--- config.mk ---
export PLATFORM = sky130hd
export DESIGN_NAME = cbus_host_port
export DESIGN_NICKNAME = d
export VERILOG_FILES = /design/src/cbus_port_pkg.sv /design/src/cbus_host_port.sv
export SDC_FILE = /design/constraint.sdc
export NUM_CORES = 1
export LEC_CHECK = 0
export BUFFER_PORTS_ARGS = -buffer_cell sky130_fd_sc_hd__buf_2
export CAP_MARGIN = 20
export CORE_UTILIZATION = 30
export CTS_CLUSTER_DIAMETER = 80
export DETAILED_ROUTE_END_ITERATION = 16
export PLACE_DENSITY_LB_ADDON = 0.25
export SLEW_MARGIN = 20
export SYNTH_ARGS = -nofsm -noshare
export SYNTH_HDL_FRONTEND = slang
export SYNTH_SLANG_ARGS = --single-unit
--- constraint.sdc ---
create_clock -name clk_in -period 2.05 [get_ports clk_in]
set_input_delay 0.1025 -clock clk_in [delete_from_list [all_inputs] [get_ports clk_in]]
set_output_delay 0.1025 -clock clk_in [all_outputs]
set_load 0.05 [all_outputs]
--- src/cbus_port_pkg.sv ---
// Constants, types and state encoding for the management register port
// Notes on behaviour
// - Read/write select high means register read, low means register write.
// - Device pulls open-drain active-low acknowledge to finish each read or write.
// - On reads the device drives register contents while acknowledge stays low.
// - Acknowledge stays low for as long as the host keeps select low.
// - Five-bit address, bit 4 most significant, selects one of 32 byte registers.
// - Open-drain interrupt pulls low while any unmasked cause bit is set.
// - Each interrupt cause has its own mask bit gating the interrupt output.
// - Odd parity over data; device always generates it on reads.
// - With checking enabled, bad write parity blocks the write and flags an error.
// - Port signals are sampled and driven on the local byte clock.
package cbus_port_pkg;

  localparam int ADDR_W = 5;
  localparam int DATA_W = 8;
  localparam int NUM_REGS = 32;
  localparam int NUM_EVENTS = 7;

  // Clock and synchroniser figures
  localparam int CLK_PERIOD_NS = 50;
  localparam int SYNC_STAGES = 2;

  // Register indices of the interrupt pair
  localparam logic [ADDR_W-1:0] IRQ_CAUSE_ADDR = 5'h00;
  localparam logic [ADDR_W-1:0] IRQ_MASK_ADDR = 5'h01;

  // Field positions and reset values
  localparam int PARITY_ERR_BIT = 0;
  localparam logic [DATA_W-1:0] IRQ_CAUSE_RESET = 8'h00;
  localparam logic [DATA_W-1:0] IRQ_MASK_RESET = 8'h00;
  localparam logic [DATA_W-1:0] REG_RESET = 8'h00;

  typedef struct packed {
    logic sel_n;
    logic rd_wr;
    logic [ADDR_W-1:0] reg_addr;
    logic [DATA_W-1:0] reg_data;
    logic reg_data_parity;
  } cbus_req_t;

  typedef enum logic [1:0] {
    ST_IDLE = 2'b00,
    ST_EXEC = 2'b01,
    ST_ACK = 2'b11,
    ST_DONE = 2'b10
  } port_state_t;

endpackage

--- src/cbus_host_port.sv ---
// Management register port: select handshake, register file, interrupt cause and mask
`timescale 1ns/1ps
module cbus_host_port
  import cbus_port_pkg::*;
(
  input wire logic clk_in,
  input wire logic rstn_in,
  input wire cbus_req_t host_req_in,
  input wire logic write_parity_check_en_in,
  input wire logic [NUM_EVENTS-1:0] irq_event_in,
  output logic [DATA_W-1:0] reg_data_out,
  output logic reg_data_oe_out,
  output logic reg_data_parity_out,
  output logic reg_data_parity_oe_out,
  output logic ack_n_out,
  output logic ack_oe_out,
  output logic irq_n_out,
  output logic irq_oe_out,
  output logic [NUM_REGS*DATA_W-1:0] cfg_regs_out
);

  port_state_t state;
  port_state_t next_state;
  logic [SYNC_STAGES-1:0] sel_sync_chain;
  logic sel_n_sync;
  logic [DATA_W-1:0] regs [0:NUM_REGS-1];
  logic [DATA_W-1:0] irq_cause_reg;
  logic [DATA_W-1:0] irq_mask_reg;
  logic read_cycle;
  logic parity_ok;
  logic write_ok;
  logic parity_fail;
  logic [DATA_W-1:0] read_value;
  logic [DATA_W-1:0] cause_events;
  logic [DATA_W-1:0] cause_clear;

  // Select synchroniser, only the last stage is used
  always_ff @(posedge clk_in or negedge rstn_in) begin
    if (!rstn_in) begin
      sel_sync_chain <= '1;
    end else begin
      sel_sync_chain <= {sel_sync_chain[SYNC_STAGES-2:0], host_req_in.sel_n};
    end
  end
  assign sel_n_sync = sel_sync_chain[SYNC_STAGES-1];

  always_comb begin
    next_state = state;
    case (state)
      ST_IDLE: begin
        if (!sel_n_sync) begin
          next_state = ST_EXEC;
        end
      end
      ST_EXEC: begin
        next_state = ST_ACK;
      end
      ST_ACK: begin
        if (sel_n_sync) begin
          next_state = ST_DONE;
        end
      end
      ST_DONE: begin
        next_state = ST_IDLE;
      end
      default: begin
        next_state = ST_IDLE;
      end
    endcase
  end

  always_ff @(posedge clk_in or negedge rstn_in) begin
    if (!rstn_in) begin
      state <= ST_IDLE;
    end else begin
      state <= next_state;
    end
  end

  // Cycle decode and write parity check
  assign read_cycle = host_req_in.rd_wr;
  assign parity_ok = ^{host_req_in.reg_data, host_req_in.reg_data_parity};
  assign parity_fail = (state == ST_EXEC) && !read_cycle && write_parity_check_en_in
    && !parity_ok;
  assign write_ok = (state == ST_EXEC) && !read_cycle
    && (parity_ok || !write_parity_check_en_in);

  always_comb begin
    case (host_req_in.reg_addr)
      IRQ_CAUSE_ADDR: begin
        read_value = irq_cause_reg;
      end
      IRQ_MASK_ADDR: begin
        read_value = irq_mask_reg;
      end
      default: begin
        read_value = regs[host_req_in.reg_addr];
      end
    endcase
  end

  // General storage registers
  always_ff @(posedge clk_in or negedge rstn_in) begin
    if (!rstn_in) begin
      for (int i = 0; i < NUM_REGS; i++) begin
        regs[i] <= REG_RESET;
      end
    end else if (write_ok) begin
      regs[host_req_in.reg_addr] <= host_req_in.reg_data;
    end
  end

  genvar g;
  generate
    for (g = 0; g < NUM_REGS; g++) begin : g_cfg
      assign cfg_regs_out[g*DATA_W +: DATA_W] = regs[g];
    end
  endgenerate

  // Mask register
  always_ff @(posedge clk_in or negedge rstn_in) begin
    if (!rstn_in) begin
      irq_mask_reg <= IRQ_MASK_RESET;
    end else if (write_ok && host_req_in.reg_addr == IRQ_MASK_ADDR) begin
      irq_mask_reg <= host_req_in.reg_data;
    end
  end

  // Cause register: write one to clear, a new event wins over the clear
  assign cause_events = {irq_event_in, parity_fail};
  assign cause_clear = (write_ok && host_req_in.reg_addr == IRQ_CAUSE_ADDR)
    ? host_req_in.reg_data : '0;

  always_ff @(posedge clk_in or negedge rstn_in) begin
    if (!rstn_in) begin
      irq_cause_reg <= IRQ_CAUSE_RESET;
    end else begin
      irq_cause_reg <= (irq_cause_reg & ~cause_clear) | cause_events;
    end
  end

  // Read data and parity, held while acknowledge is low
  always_ff @(posedge clk_in or negedge rstn_in) begin
    if (!rstn_in) begin
      reg_data_out <= '0;
      reg_data_parity_out <= 1'b1;
    end else if (state == ST_EXEC && read_cycle) begin
      reg_data_out <= read_value;
      reg_data_parity_out <= ~^read_value;
    end
  end

  always_ff @(posedge clk_in or negedge rstn_in) begin
    if (!rstn_in) begin
      reg_data_oe_out <= 1'b0;
    end else if (state == ST_EXEC) begin
      reg_data_oe_out <= read_cycle;
    end else if (next_state == ST_DONE || state == ST_IDLE) begin
      reg_data_oe_out <= 1'b0;
    end
  end
  assign reg_data_parity_oe_out = reg_data_oe_out;

  // Open-drain pins: the output level is always low, the enable pulls
  assign ack_n_out = 1'b0;
  assign ack_oe_out = (state == ST_ACK);
  assign irq_n_out = 1'b0;
  assign irq_oe_out = |(irq_cause_reg & irq_mask_reg);

  chk_ack_after_sel: assert property (@(posedge clk_in) disable iff (!rstn_in)
    ($fell(sel_n_sync) && state == ST_IDLE) |-> ##2 ack_oe_out)
    else $error("acknowledge not asserted two cycles after select");

  chk_ack_holds: assert property (@(posedge clk_in) disable iff (!rstn_in)
    (ack_oe_out && !sel_n_sync) |=> ack_oe_out)
    else $error("acknowledge dropped while select low");

  chk_ack_release: assert property (@(posedge clk_in) disable iff (!rstn_in)
    (ack_oe_out && sel_n_sync) |=> (!ack_oe_out && !reg_data_oe_out) ##1 state == ST_IDLE)
    else $error("acknowledge or data not released after select high");

  chk_read_stable: assert property (@(posedge clk_in) disable iff (!rstn_in)
    (ack_oe_out && $past(ack_oe_out) && reg_data_oe_out) |-> $stable(reg_data_out))
    else $error("read data changed while acknowledge low");

  chk_read_drive: assert property (@(posedge clk_in) disable iff (!rstn_in)
    (state == ST_EXEC && read_cycle) |=> (reg_data_oe_out && ack_oe_out
      && reg_data_out == $past(read_value)))
    else $error("read cycle did not drive selected register");

  chk_read_parity: assert property (@(posedge clk_in) disable iff (!rstn_in)
    reg_data_oe_out |-> (^{reg_data_out, reg_data_parity_out}) == 1'b1)
    else $error("read parity is not odd");

  chk_parity_block: assert property (@(posedge clk_in) disable iff (!rstn_in)
    (state == ST_EXEC && !read_cycle && write_parity_check_en_in && !parity_ok)
      |=> (irq_cause_reg[PARITY_ERR_BIT] && $stable(irq_mask_reg) && $stable(cfg_regs_out)))
    else $error("bad write parity not blocked or not flagged");

  chk_mask_write: assert property (@(posedge clk_in) disable iff (!rstn_in)
    (write_ok && host_req_in.reg_addr == IRQ_MASK_ADDR)
      |=> irq_mask_reg == $past(host_req_in.reg_data))
    else $error("mask register write lost");

  chk_irq_masked: assert property (@(posedge clk_in) disable iff (!rstn_in)
    ($rose(irq_cause_reg[PARITY_ERR_BIT]) && irq_mask_reg[PARITY_ERR_BIT]) |-> irq_oe_out)
    else $error("unmasked cause did not raise interrupt");

  chk_sync_delay: assert property (@(posedge clk_in) disable iff (!rstn_in)
    (state == ST_EXEC) |-> !$past(sel_n_sync))
    else $error("cycle started without synchronised select");

endmodule

# Yosys cells after proc, flatten, opt, wreduce, memory -nomap -nowiden
# Index checks and enable logic that the tools add are counted.
# word_totals
ff_bits	286
inputBits	26
out_inout_bits	271
word_cells	83
# op_classes
order_cmp	2
n_eq_ne	5
muxes	13
bitwise_logic	5
reduce_logical	19
# op_table
op	n
$bwmux W256	1
$bmux W8 S5	1
$demux W8 S5	1
$mux W8	4
$and A8 B8 Y8	2
$pmux W8 S2	1
$reduce_xor A9 Y1	1
$logic_and A1 B1 Y1	8
$not A8 Y8	1
$or A8 B8 Y8	1
$pmux W2 S4	1
$reduce_or A8 Y1	1
$reduce_xnor A8 Y1	1
$eq A2 B2 Y1 const B	3
$ge A6 B6 Y1 const B	1
$lt A6 B1 Y1 const B	1
$not A5 Y6	1
$eq A5 B1 Y1 const B	1
$logic_not A5 Y1	1
$mux W2	2
$logic_not A1 Y1	3
$eq A2 B1 Y1 const B	1
$logic_not A2 Y1	1
$logic_or A1 B1 Y1	2
2 further kinds	3

# Longest topological paths before layout
# Gate-level depths: netlist of the first run.
# depth
word_depth	8
ltp_mapped	11
depth_no_buf	8

# Worst setup path before layout of the first run
# No wires, ideal clock.
# synth_timing
kind	input -> register
start	in host_req_in[2] in the netlist's numbering
end	reg regs (netlist bit cfg_regs_out[24])
setup_time_ps	125
arrival_time_ps	2019
t_required_ps	1925
setup_slack_ps	-94
cell_stages	7
path_cell_list	xor2_1 > xnor3_1 > xnor2_1 > a21oi_2 > nand3_4 > nor4_4 > mux2_2
# synth_between
elab_chain_cells	3
# synth_rtl
item	line	source
start: declaration	cbus_host_port.sv:8	input wire cbus_req_t host_req_in,
$reduce_xor A9 Y1	cbus_host_port.sv:82	assign parity_ok = ^{host_req_in.reg_data, host_req_in.reg_data_parity};
$logic_or A1 B1 Y1	cbus_host_port.sv:86	&& (parity_ok || !write_parity_check_en_in);
$logic_and A1 B1 Y1	cbus_host_port.sv:86	
end signal: indexed assignment	cbus_host_port.sv:109	regs[host_req_in.reg_addr] <= host_req_in.reg_data;
end: declaration	cbus_host_port.sv:26	logic [DATA_W-1:0] regs [0:NUM_REGS-1];
# Every way passes these cells.
# A chain may end at the register's enable or synchronous reset.

# Worst setup path in the final report of the first run
# layout_timing
start	reg regs (netlist bit cfg_regs_out[125])
end	reg reg_data_parity_out
# layout_between
elab_chain_cells	5
# layout_rtl
item	line	source
$bmux W8 S5	cbus_host_port.sv:97	read_value = regs[host_req_in.reg_addr];
$mux W8 (not written as such) (2 in series)	cbus_host_port.sv:97	
$pmux W8 S2	cbus_host_port.sv:89	case (host_req_in.reg_addr)
$reduce_xnor A8 Y1	cbus_host_port.sv:149	reg_data_parity_out <= ~^read_value;
end signal: assignment	cbus_host_port.sv:149	
end: declaration	cbus_host_port.sv:13	output logic reg_data_parity_out,
# Every way passes these cells. The select of a mux whose other input is x is not followed.

==> impl_metrics.json, run 1 <==
{
  "setup_ws_ps": -94.52,
  "via_per_inst": 4.874,
  "worstPathRequired_ps": 2500,
  "grt_pass1_wl_um": 74860,
  "setup_violations": 10,
  "violations": "negative setup slack",
  "timing.rr.end": "reg_data_parity_out$_DFFE_PN1P_",
  "wl_per_cell_um": 23.68,
  "yosysMostFrequentCell": "dfrtp_1",
  "nets": 1648,
  "nFillCells": 4032,
  "synth_top_area_frac": 0.5308,
  "timing.rr.start": "cfg_regs_out[125]$_DFFE_PN0P_",
  "grt.overflow.total": 0,
  "die-width_um": 212.9,
  "ys_warn_count": 0,
  "p_per_area_nw_per_um2": 1115,
  "rows": 76,
  "grt_pass1_vias": 11140,
  "hpwl_um": 39000,
  "io_pins": 297,
  "largest_reg_flops": 256,
  "grt_start_max_net_pins": 65,
  "cp-start-kind": "flop",
  "yosys.area_share.simple": 0.05664,
  "p_leak_nw": 10.78,
  "synthAdderAreaFrac": 0.0007503,
  "antenna_found_initial": 3,
  "ys_seq_area_frac": 0.5367,
  "register_area_um2": 7161,
  "dominantRegCellSynth": "dfrtp_1",
  "place_area_um2": 18290,
  "finalMaxSlewViolations": 0,
  "synth_top_area_cell": "dfrtp_1",
  "min_path_cells": 5,
  "cts.root.buffer_cell": "clkbuf_16",
  "synth_edf_count": 0,
  "clkLatencyLatePin_ps": 540,
  "ff2ff_path_depth": 9,
  "maxCapViolCount": 0,
  "cts_tree": "yes",
  "drive_above_1_share": 0.6347,
  "cts_sinks": 286,
  "detail_route.first_pass.iterations": 4,
  "fin_cells": 2231,
  "placed_cells": 2149,
  "core_um2": 43460,
  "worstPathArrival_ps": 2590,
  "min_from": "host_req_in[6]",
  "synth-xor-area-share": 0.01022,
  "status": "finished with violations",
  "drt_wl_total_um": 52830,
  "timing.final.crit_share": 1.046,
  "async_flop_share": 1.000,
  "syn_area_um2": 13340,
  "io_buffer_count": 294,
  "hold_class": "in -> reg",
  "fin_area_um2": 20120,
  "die_area_um2": 45320,
  "synth_common_cells": "283 x dfrtp_1, 261 x mux2_2, 128 x mux2i_1, 64 x o22ai_1, 35 x clkbuf_1",
  "die_y_um": 212.9,
  "tightestPinTransition_ps": 635.4,
  "synth.distinct_cells": 49,
  "synth.avg_cell_area_um2": 13.54,
  "rsz0062_at_grt": "yes",
  "final.min_clock_period_ps": 2145,
  "slew-limit-headroom": 0.5748,
  "synthTopCellsByArea": "dfrtp_1 53%, mux2_2 22%, mux2i_1 9.6%",
  "final_antenna_net_count": 0,
  "hold_viol": 0,
  "cp-end-kind": "flop",
  "drt_iter0_drc": 567,
  "synth_compound_area_frac": 0.04914,
  "regToRegSetupSlack_ps": -90,
  "synthCells": 985,
  "multi_input_area_um2": 6370,
  "vias": 10870,
  "cts_buffers": 35,
  "synthMuxAreaShare": 0.3189,
  "syn2layout_area_growth_pct": 50.82,
  "fin_skew_ps": 13.94,
  "cts.clk_slew.worst_paths_ps": 60,
  "grt.total_usage": 0.2314,
  "critPathKind": "reg -> reg",
  "synth_top_family_by_area": "multiplexers",
  "start_util": 0.3070,
  "gp_congestion": 0.8944,
  "synth_seq_cells": 286,
  "htreeDepth": 2,
  "fmax_mhz": 466.3,
  "drc": 0,
  "ir_drop_uv": 614.1,
  "crit_fanout": 3,
  "min_to": "irq_cause_reg[0]$_DFF_PN0_",
  "cts_buffer_depth": 3
}
## final cells by class
type,instances,share of cell area
flip-flops and latches,286,0.3559
inverters,11,0.002052
diodes,1,0.0001244
well taps,585,0.03638
multi-input cells,618,0.3166
clock buffers,49,0.05074
clock inverters,11,0.006778
repair buffers,670,0.2315
## power by group
| part | internal (mW) | leakage, nW | switching (mW) |
|---|---|---|---|
| sequential | 6.64 | 3.83 | 0.790 |
| combinational | 3.04 | 6.38 | 5.67 |
| clock | 3.84 | 0.570 | 2.44 |
| total | 13.5 | 10.8 | 8.90 |
## worst max-delay path, stage by stage, from the launching register on
cell	delay [ps]
dfrtp_1	420
mux2i_2	240
buf_4	170
o22ai_1	110
nor4_2	360
a31oi_2	180
xnor2_2	180
xnor2_1	190
xnor2_1	140
o21ai_1	70
## logic make-up after synthesis
kind of cell	after synthesis
muxes	392
DFF	286
and+or+nand+nor	106
AOI/OAI and AO/OA	102
buffers and inverters	83
xor gates and xnor gates	14
adders and majority gates	1
other	1
## worst max-delay path by stage
stage	startpoint	to	slack, ps	cells after the start
after global routing	cfg_regs_out[125]$_DFFE_PN0P_	reg_data_parity_out$_DFFE_PN1P_	-170	9
after CTS	cfg_regs_out[209]$_DFFE_PN0P_	reg_data_parity_out$_DFFE_PN1P_	-120	10
after global placement	host_req_in[9]	reg_data_parity_out$_DFFE_PN1P_	-590	10
after floorplan	host_req_in[2]	cfg_regs_out[24]$_DFFE_PN0P_	-80	7
final	cfg_regs_out[125]$_DFFE_PN0P_	reg_data_parity_out$_DFFE_PN1P_	-90	9
after detailed placement	host_req_in[2]	cfg_regs_out[140]$_DFFE_PN0P_	-580	11
## per-stage QoR
stage	power [mW]	setup slack, ps	setup TNS (ps)	utilization	hold WS, ps
floorplan	12.51	-81.67	-3753	-	-193.1
global placement	15.93	-594.3	-109860	0.4209	88.45
detailed placement	15.96	-580.2	-110970	0.4209	93.01
CTS	22.44	-115.1	-199.1	0.4536	70.13
global route	23.30	-171.0	-2728	0.4630	136.0
finish	22.43	-94.52	-417.5	0.4630	97.74
## layout by cell type (no fill, tap or decap), types with 5 or more instances in the layout
cell type	n
buf_4	332
buf_2	292
dfrtp_1	283
mux2_2	218
mux2i_1	122
o22ai_1	60
mux2_4	45
clkbuf_16	37
buf_12	22
nand2_1	21
dlygate4sd3_1	11
buf_6	11
inv_1	9
nor4_4	9
nand2_4	8
nor2b_1	8
a211oi_1	8
o21ai_0	8
xnor2_1	7
a21o_1	7
nor2_1	7
clkbuf_1	7
nor3_4	6
mux2i_2	6
nor4_2	6
clkinv_2	6
nand4bb_1	5
a31oi_2	5
clkbuf_8	5
## layer usage
layer	vias up	wire length, um	GRT usage
met3	100	2910	0.04721
met2	340	24310	0.3650
met5	-	16	0
li1	4930	-	-
met4	4	1955	0.09402
met1	5499	23640	0.3090
## repair_timing
item	4_1_cts	5_1_grt
hold endpoints to repair	159	0
resized for setup	23	68
cloned	0	1
pin swaps	4	23
buffers inserted	6	5
setup endpoints to repair	55	229
hold buffers	11	0
Power figures use the tool's default switching activity.
==> inputs of run 2 (changes only) <==
--- a/config.mk
+++ b/config.mk
@@ -7,10 +7,11 @@
 export LEC_CHECK = 0
 export BUFFER_PORTS_ARGS = -buffer_cell sky130_fd_sc_hd__buf_2
 export CAP_MARGIN = 20
+export CORE_MARGIN = 8
 export CORE_UTILIZATION = 30
 export CTS_CLUSTER_DIAMETER = 80
 export DETAILED_ROUTE_END_ITERATION = 16
-export PLACE_DENSITY_LB_ADDON = 0.25
+export PLACE_DENSITY = 0.56
 export SLEW_MARGIN = 20
 export SYNTH_ARGS = -nofsm -noshare
 export SYNTH_HDL_FRONTEND = slang
==> run 2 against run 1 <==
Compared with the run above: the flow still finishes with violations (negative setup slack); clock power decreased by 4.5%; cell area up 1.4%; sequential power down 2%; maximum frequency rose by 0.67%; worst setup slack better by 14 ps; flip-flop and latch count unchanged; die area rose by 14%; final cell count rose by 1.3%.
==> impl_metrics.json, run 2 (same netlist as run 1, synthesis figures left out) <==
{
  "status": "finished with violations",
  "violations": "negative setup slack",
  "setup_ws_ps": -80.17,
  "fmax_mhz": 469.4,
  "grt_pass1_vias": 11780,
  "via_per_inst": 4.833,
  "setup_violations": 1,
  "timing.final.crit_share": 1.039,
  "cp-end-kind": "flop",
  "antenna_found_initial": 4,
  "path_buf_inv": 1,
  "slowest_delay_ps": 400,
  "wl_per_cell_um": 24.12,
  "rows": 77,
  "crit_fanout": 2,
  "clkLatencyLatePin_ps": 540,
  "io_buffer_count": 294,
  "final_antenna_net_count": 0,
  "cp-start-kind": "flop",
  "worstPathRequired_ps": 2500,
  "detail_route.first_pass.iterations": 4,
  "num_antenna_cells": 0,
  "critPathTopFamily": "XOR/XNOR gates",
  "drc": 0,
  "hold_class": "in -> async",
  "final_common_cell": "buf_4",
  "worstPathArrival_ps": 2580,
  "cts_sinks": 286,
  "total_power_mw": 22.25,
  "die-width_um": 226.9,
  "layout_common_cells": "352 x buf_4, 292 x buf_2, 283 x dfrtp_1, 221 x mux2_2, 117 x mux2i_1",
  "fin_tns_setup_ps": -80.17,
  "finalMaxSlewViolations": 0,
  "p_leak_nw": 10.84,
  "drt_wl_total_um": 54500,
  "cts_tree": "yes",
  "tightestPinTransition_ps": 613.0,
  "cts.clk_slew.worst_paths_ps": 60,
  "htreeDepth": 2,
  "core_um2": 44030,
  "largest_reg_flops": 256,
  "critPathKind": "reg -> reg",
  "start_util": 0.3030,
  "slew-limit-headroom": 0.5898,
  "cts.root.buffer_cell": "clkbuf_16",
  "hpwl_um": 40820,
  "grt.total_usage": 0.2078,
  "grt_start_max_net_pins": 62,
  "hold_viol": 0,
  "grt_pass1_wl_um": 78380,
  "p_per_area_nw_per_um2": 1090,
  "cp_cell_sequence": "mux2i_2, o22ai_2, nor4_4, buf_4, a31oi_2, xor2_1, xnor2_1, xnor2_1, o21ai_1",
  "grt.overflow.total": 0,
  "vias": 10920,
  "die_area_um2": 51480,
  "drt_iter0_drc": 568,
  "syn2layout_area_growth_pct": 52.99,
  "nets": 1671,
  "fin_skew_ps": 13.91,
  "drive_above_1_share": 0.6493,
  "die_y_um": 226.9,
  "fin_hold_ws_ps": 98.45,
  "ir_drop_uv": 722.3,
  "crit_path_frequent_cell": "xnor2_1",
  "gp_congestion": 0.8487,
  "rsz0062_at_grt": "yes",
  "io_pins": 297,
  "cp_slowest_cell": "dfrtp_1",
  "cts_buffers": 34,
  "final.min_clock_period_ps": 2130,
  "cts_buffer_depth": 3,
  "maxCapViolCount": 0
}
## run 2: cell count changes in the layout (fill, tap and decap cells not counted), sizes merged
cell      before  now
clkbuf        49   51
clkinv         8    6
clkinvlp       1    2
diode          1    0
buf          659  683
bufinv         3    1
## run 2: path summary, 6_finish.rpt
check	startpoint	to	slack [ps]	cells past startpoint
max	cfg_regs_out[39]$_DFFE_PN0P_	reg_data_parity_out$_DFFE_PN1P_	-80	9
min	rstn_in	cfg_regs_out[4]$_DFFE_PN0P_	100	2
max reg2reg	cfg_regs_out[39]$_DFFE_PN0P_	reg_data_parity_out$_DFFE_PN1P_	-80	9
min reg2reg	sel_sync_chain[0]$_DFF_PN1_	sel_sync_chain[1]$_DFF_PN1_	360	0
max in group asynchronous	rstn_in	cfg_regs_out[176]$_DFFE_PN0P_	1170	3
min in group clk_in	host_req_in[6]	irq_cause_reg[0]$_DFF_PN0_	110	5
## run 2: area by class of cell
cell class	count	area (um^2)
Multi-Input combinational cell	618	6467
Clock inverter	8	70.07
Inverter	11	41.29
Fill cell	4083	23620
Sequential cell	286	7161
Tap cell	592	740.7
Timing Repair Buffer	694	4902
Clock buffer	51	1028
## run 2: where the power goes
group,internal (mW),switching [mW]
sequential,6.64,0.671
combinational,3.14,5.80
clock,3.59,2.41
total,13.4,8.88
## run 2: metrics by stage
| step | setup WS [ps] | area [um^2] | instances | utilization |
|---|---|---|---|---|
| 6_report | -80.17 | 20410 | 2260 | 0.4636 |
| 5_1_grt | -162.9 | 20410 | 2260 | 0.4636 |
| 4_1_cts | -56.47 | 20080 | 2258 | 0.4562 |
| 3_5_place_dp | -609.5 | 18670 | 2190 | 0.4240 |
| 3_3_place_gp | -661.7 | 18670 | 2190 | 0.4240 |
| 2_1_floorplan | -81.67 | 13470 | 986 | - |
## run 2: timing repair
item | 4_1_cts | 5_1_grt
hold buffers | 11 | 0
endpoints found under the hold margin | 279 | 0
cloned | 1 | 0
setup buffers | 1 | 7
pin swaps | 16 | 24
gates resized for setup | 37 | 70
setup endpoints to repair | 27 | 202
## run 2: layer usage
metal,routed length [um],track usage,share of wire
met5,48,0,0.00088
met4,1347,0.06499,0.025
met3,3148,0.04630,0.058
met2,25700,0.3416,0.47
met1,24260,0.2698,0.45
==> inputs of run 3 (changes only) <==
--- a/config.mk
+++ b/config.mk
@@ -11,7 +11,10 @@
 export CORE_UTILIZATION = 30
 export CTS_CLUSTER_DIAMETER = 80
 export DETAILED_ROUTE_END_ITERATION = 16
+export GPL_ROUTABILITY_DRIVEN = 0
 export PLACE_DENSITY = 0.56
+export SETUP_SLACK_MARGIN = 0.15
+export SKIP_LAST_GASP = 1
 export SLEW_MARGIN = 20
 export SYNTH_ARGS = -nofsm -noshare
 export SYNTH_HDL_FRONTEND = slang
==> run 3 against run 2 <==
Compared with the run above: the flow still finishes with violations (negative setup slack); global-route usage shrank 0.24 points; non-clock buffer count shrank 89; sequential power rose by 2%; cell area shrank 0.50%; critical endpoint unchanged; clock skew rose by 6.3 ps; worst setup slack got worse by 42 ps; routed wire length is 0.85% lower.
==> impl_metrics.json, run 3 (same netlist as run 1, synthesis figures left out) <==
{
  "fin_skew_ps": 20.23,
  "cp-start-kind": "flop",
  "cts_buffer_depth": 3,
  "io_buffer_count": 294,
  "tightestPinTransition_ps": 1069,
  "io_pins": 297,
  "cp-end-kind": "flop",
  "die_area_um2": 51480,
  "wl_per_cell_um": 24.79,
  "drt_wl_total_um": 54040,
  "cts_sinks": 286,
  "fin_tns_setup_ps": -1922,
  "grt_start_max_net_pins": 68,
  "violations": "negative setup slack",
  "die-width_um": 226.9,
  "fin_area_um2": 20310,
  "clkLatencyLatePin_ps": 550,
  "largest_reg_flops": 256,
  "htreeDepth": 2,
  "antenna_found_initial": 3,
  "nets": 1585,
  "grt_pass1_vias": 11410,
  "p_per_area_nw_per_um2": 1112,
  "setup_ws_ps": -121.9,
  "hold_viol": 0,
  "final_antenna_net_count": 0,
  "layout_common_cells": "292 x buf_2, 283 x dfrtp_1, 251 x buf_4, 199 x mux2_2, 125 x mux2i_1",
  "crit_fanout": 3,
  "place_area_um2": 17900,
  "via_per_inst": 5.000,
  "vias": 10900,
  "register_area_um2": 7161,
  "min_from": "host_req_in[14]",
  "multi_input_area_um2": 6805,
  "ir_drop_uv": 774.1,
  "regToRegSetupSlack_ps": -120,
  "min_to": "irq_cause_reg[0]$_DFF_PN0_",
  "final.min_clock_period_ps": 2172,
  "start_util": 0.3030,
  "drive_above_1_share": 0.6400,
  "grt.overflow.total": 0,
  "min_path_cells": 4,
  "fmax_mhz": 460.4,
  "cts.clk_slew.worst_paths_ps": 60,
  "p_leak_nw": 10.56,
  "cts_tree": "yes",
  "grt_pass1_wl_um": 77310,
  "worstPathRequired_ps": 2500,
  "critPathKind": "reg -> reg",
  "timing.rr.end": "reg_data_parity_out$_DFFE_PN1P_",
  "nFillCells": 4037,
  "final_common_cell": "buf_2",
  "hold_class": "in -> reg",
  "drc": 0,
  "timing.rr.start": "cfg_regs_out[127]$_DFFE_PN0P_",
  "cts_buffers": 36,
  "timing.final.crit_share": 1.059,
  "rsz0062_at_grt": "yes",
  "die_y_um": 226.9,
  "worstPathArrival_ps": 2620,
  "finalMaxSlewViolations": 0,
  "slew-limit-headroom": 0.2847,
  "core_um2": 44030,
  "maxCapViolCount": 0,
  "detail_route.first_pass.iterations": 5,
  "ff2ff_path_depth": 9,
  "grt.total_usage": 0.2054,
  "drt_iter0_drc": 791,
  "setup_violations": 83,
  "cts.root.buffer_cell": "clkbuf_16",
  "hpwl_um": 39380,
  "rows": 77,
  "syn2layout_area_growth_pct": 52.23,
  "status": "finished with violations"
}
[run 3: critical path, cell delays in order (launching register included)]
cell and delay (ps):
dfrtp_1 400, mux2i_1 190, o22ai_1 170, buf_4 190
nor4_2 340, a31oi_2 170, xor2_1 240, xnor2_1 170
xnor2_1 140, o21ai_1 70
[run 3: worst max path at each step]
| stage | startpoint | end | cells after the start |
|---|---|---|---|
| floorplan | host_req_in[2] | cfg_regs_out[24]$_DFFE_PN0P_ | 7 |
| CTS | host_req_in[9] | reg_data_parity_out$_DFFE_PN1P_ | 10 |
| global placement | host_req_in[10] | reg_data_parity_out$_DFFE_PN1P_ | 12 |
| detailed placement | host_req_in[10] | reg_data_parity_out$_DFFE_PN1P_ | 12 |
| global route | host_req_in[9] | reg_data_parity_out$_DFFE_PN1P_ | 10 |
| finish | cfg_regs_out[127]$_DFFE_PN0P_ | reg_data_parity_out$_DFFE_PN1P_ | 9 |
[run 3: through the flow]
stage               total power, mW  instances  hold WS [ps]    util  worst slack, ps
detailed placement            15.70       2079         136.1  0.4065           -827.2
floorplan                     12.56        986        -193.1       -           -78.40
global route                  23.45       2180         48.08  0.4613           -182.3
finish                        22.59       2180         51.76  0.4613           -121.9
global placement              15.63       2079         127.7  0.4065           -887.2
CTS                           22.64       2170         14.08  0.4533           -104.6
[run 3: power breakdown]
| part | internal (mW) | total, mW | switching (mW) |
|---|---|---|---|
| sequential | 6.64 | 7.46 | 0.815 |
| clock | 4.04 | 6.61 | 2.57 |
| combinational | 2.91 | 8.53 | 5.61 |
[run 3: layout make-up]
cell class | instances | area share
well taps | 592 | 0.03647
diodes | 2 | 0.0002464
multi-input cells | 619 | 0.3351
inverters | 11 | 0.002033
repair buffers | 605 | 0.2130
clock buffers | 53 | 0.05298
flip-flops and latches | 286 | 0.3526
clock inverters | 12 | 0.007578
[run 3: metal layers]
layer / vias up / track usage / share of wire
met5: - / 0 / 0.00024
met4: 2 / 0.06978 / 0.031
met3: 82 / 0.05497 / 0.075
met2: 380 / 0.3234 / 0.46
met1: 5635 / 0.2705 / 0.43
li1: 4800 / - / -
[run 3: timing repair]
item / in CTS / in global routing
hold buffers: 10 / 0
cloned: 2 / 0
endpoints found under the hold margin: 107 / 0
pin swaps: 14 / 18
buffers inserted: 14 / 8
gates resized for setup: 105 / 49
endpoints found under the setup margin: 273 / 281
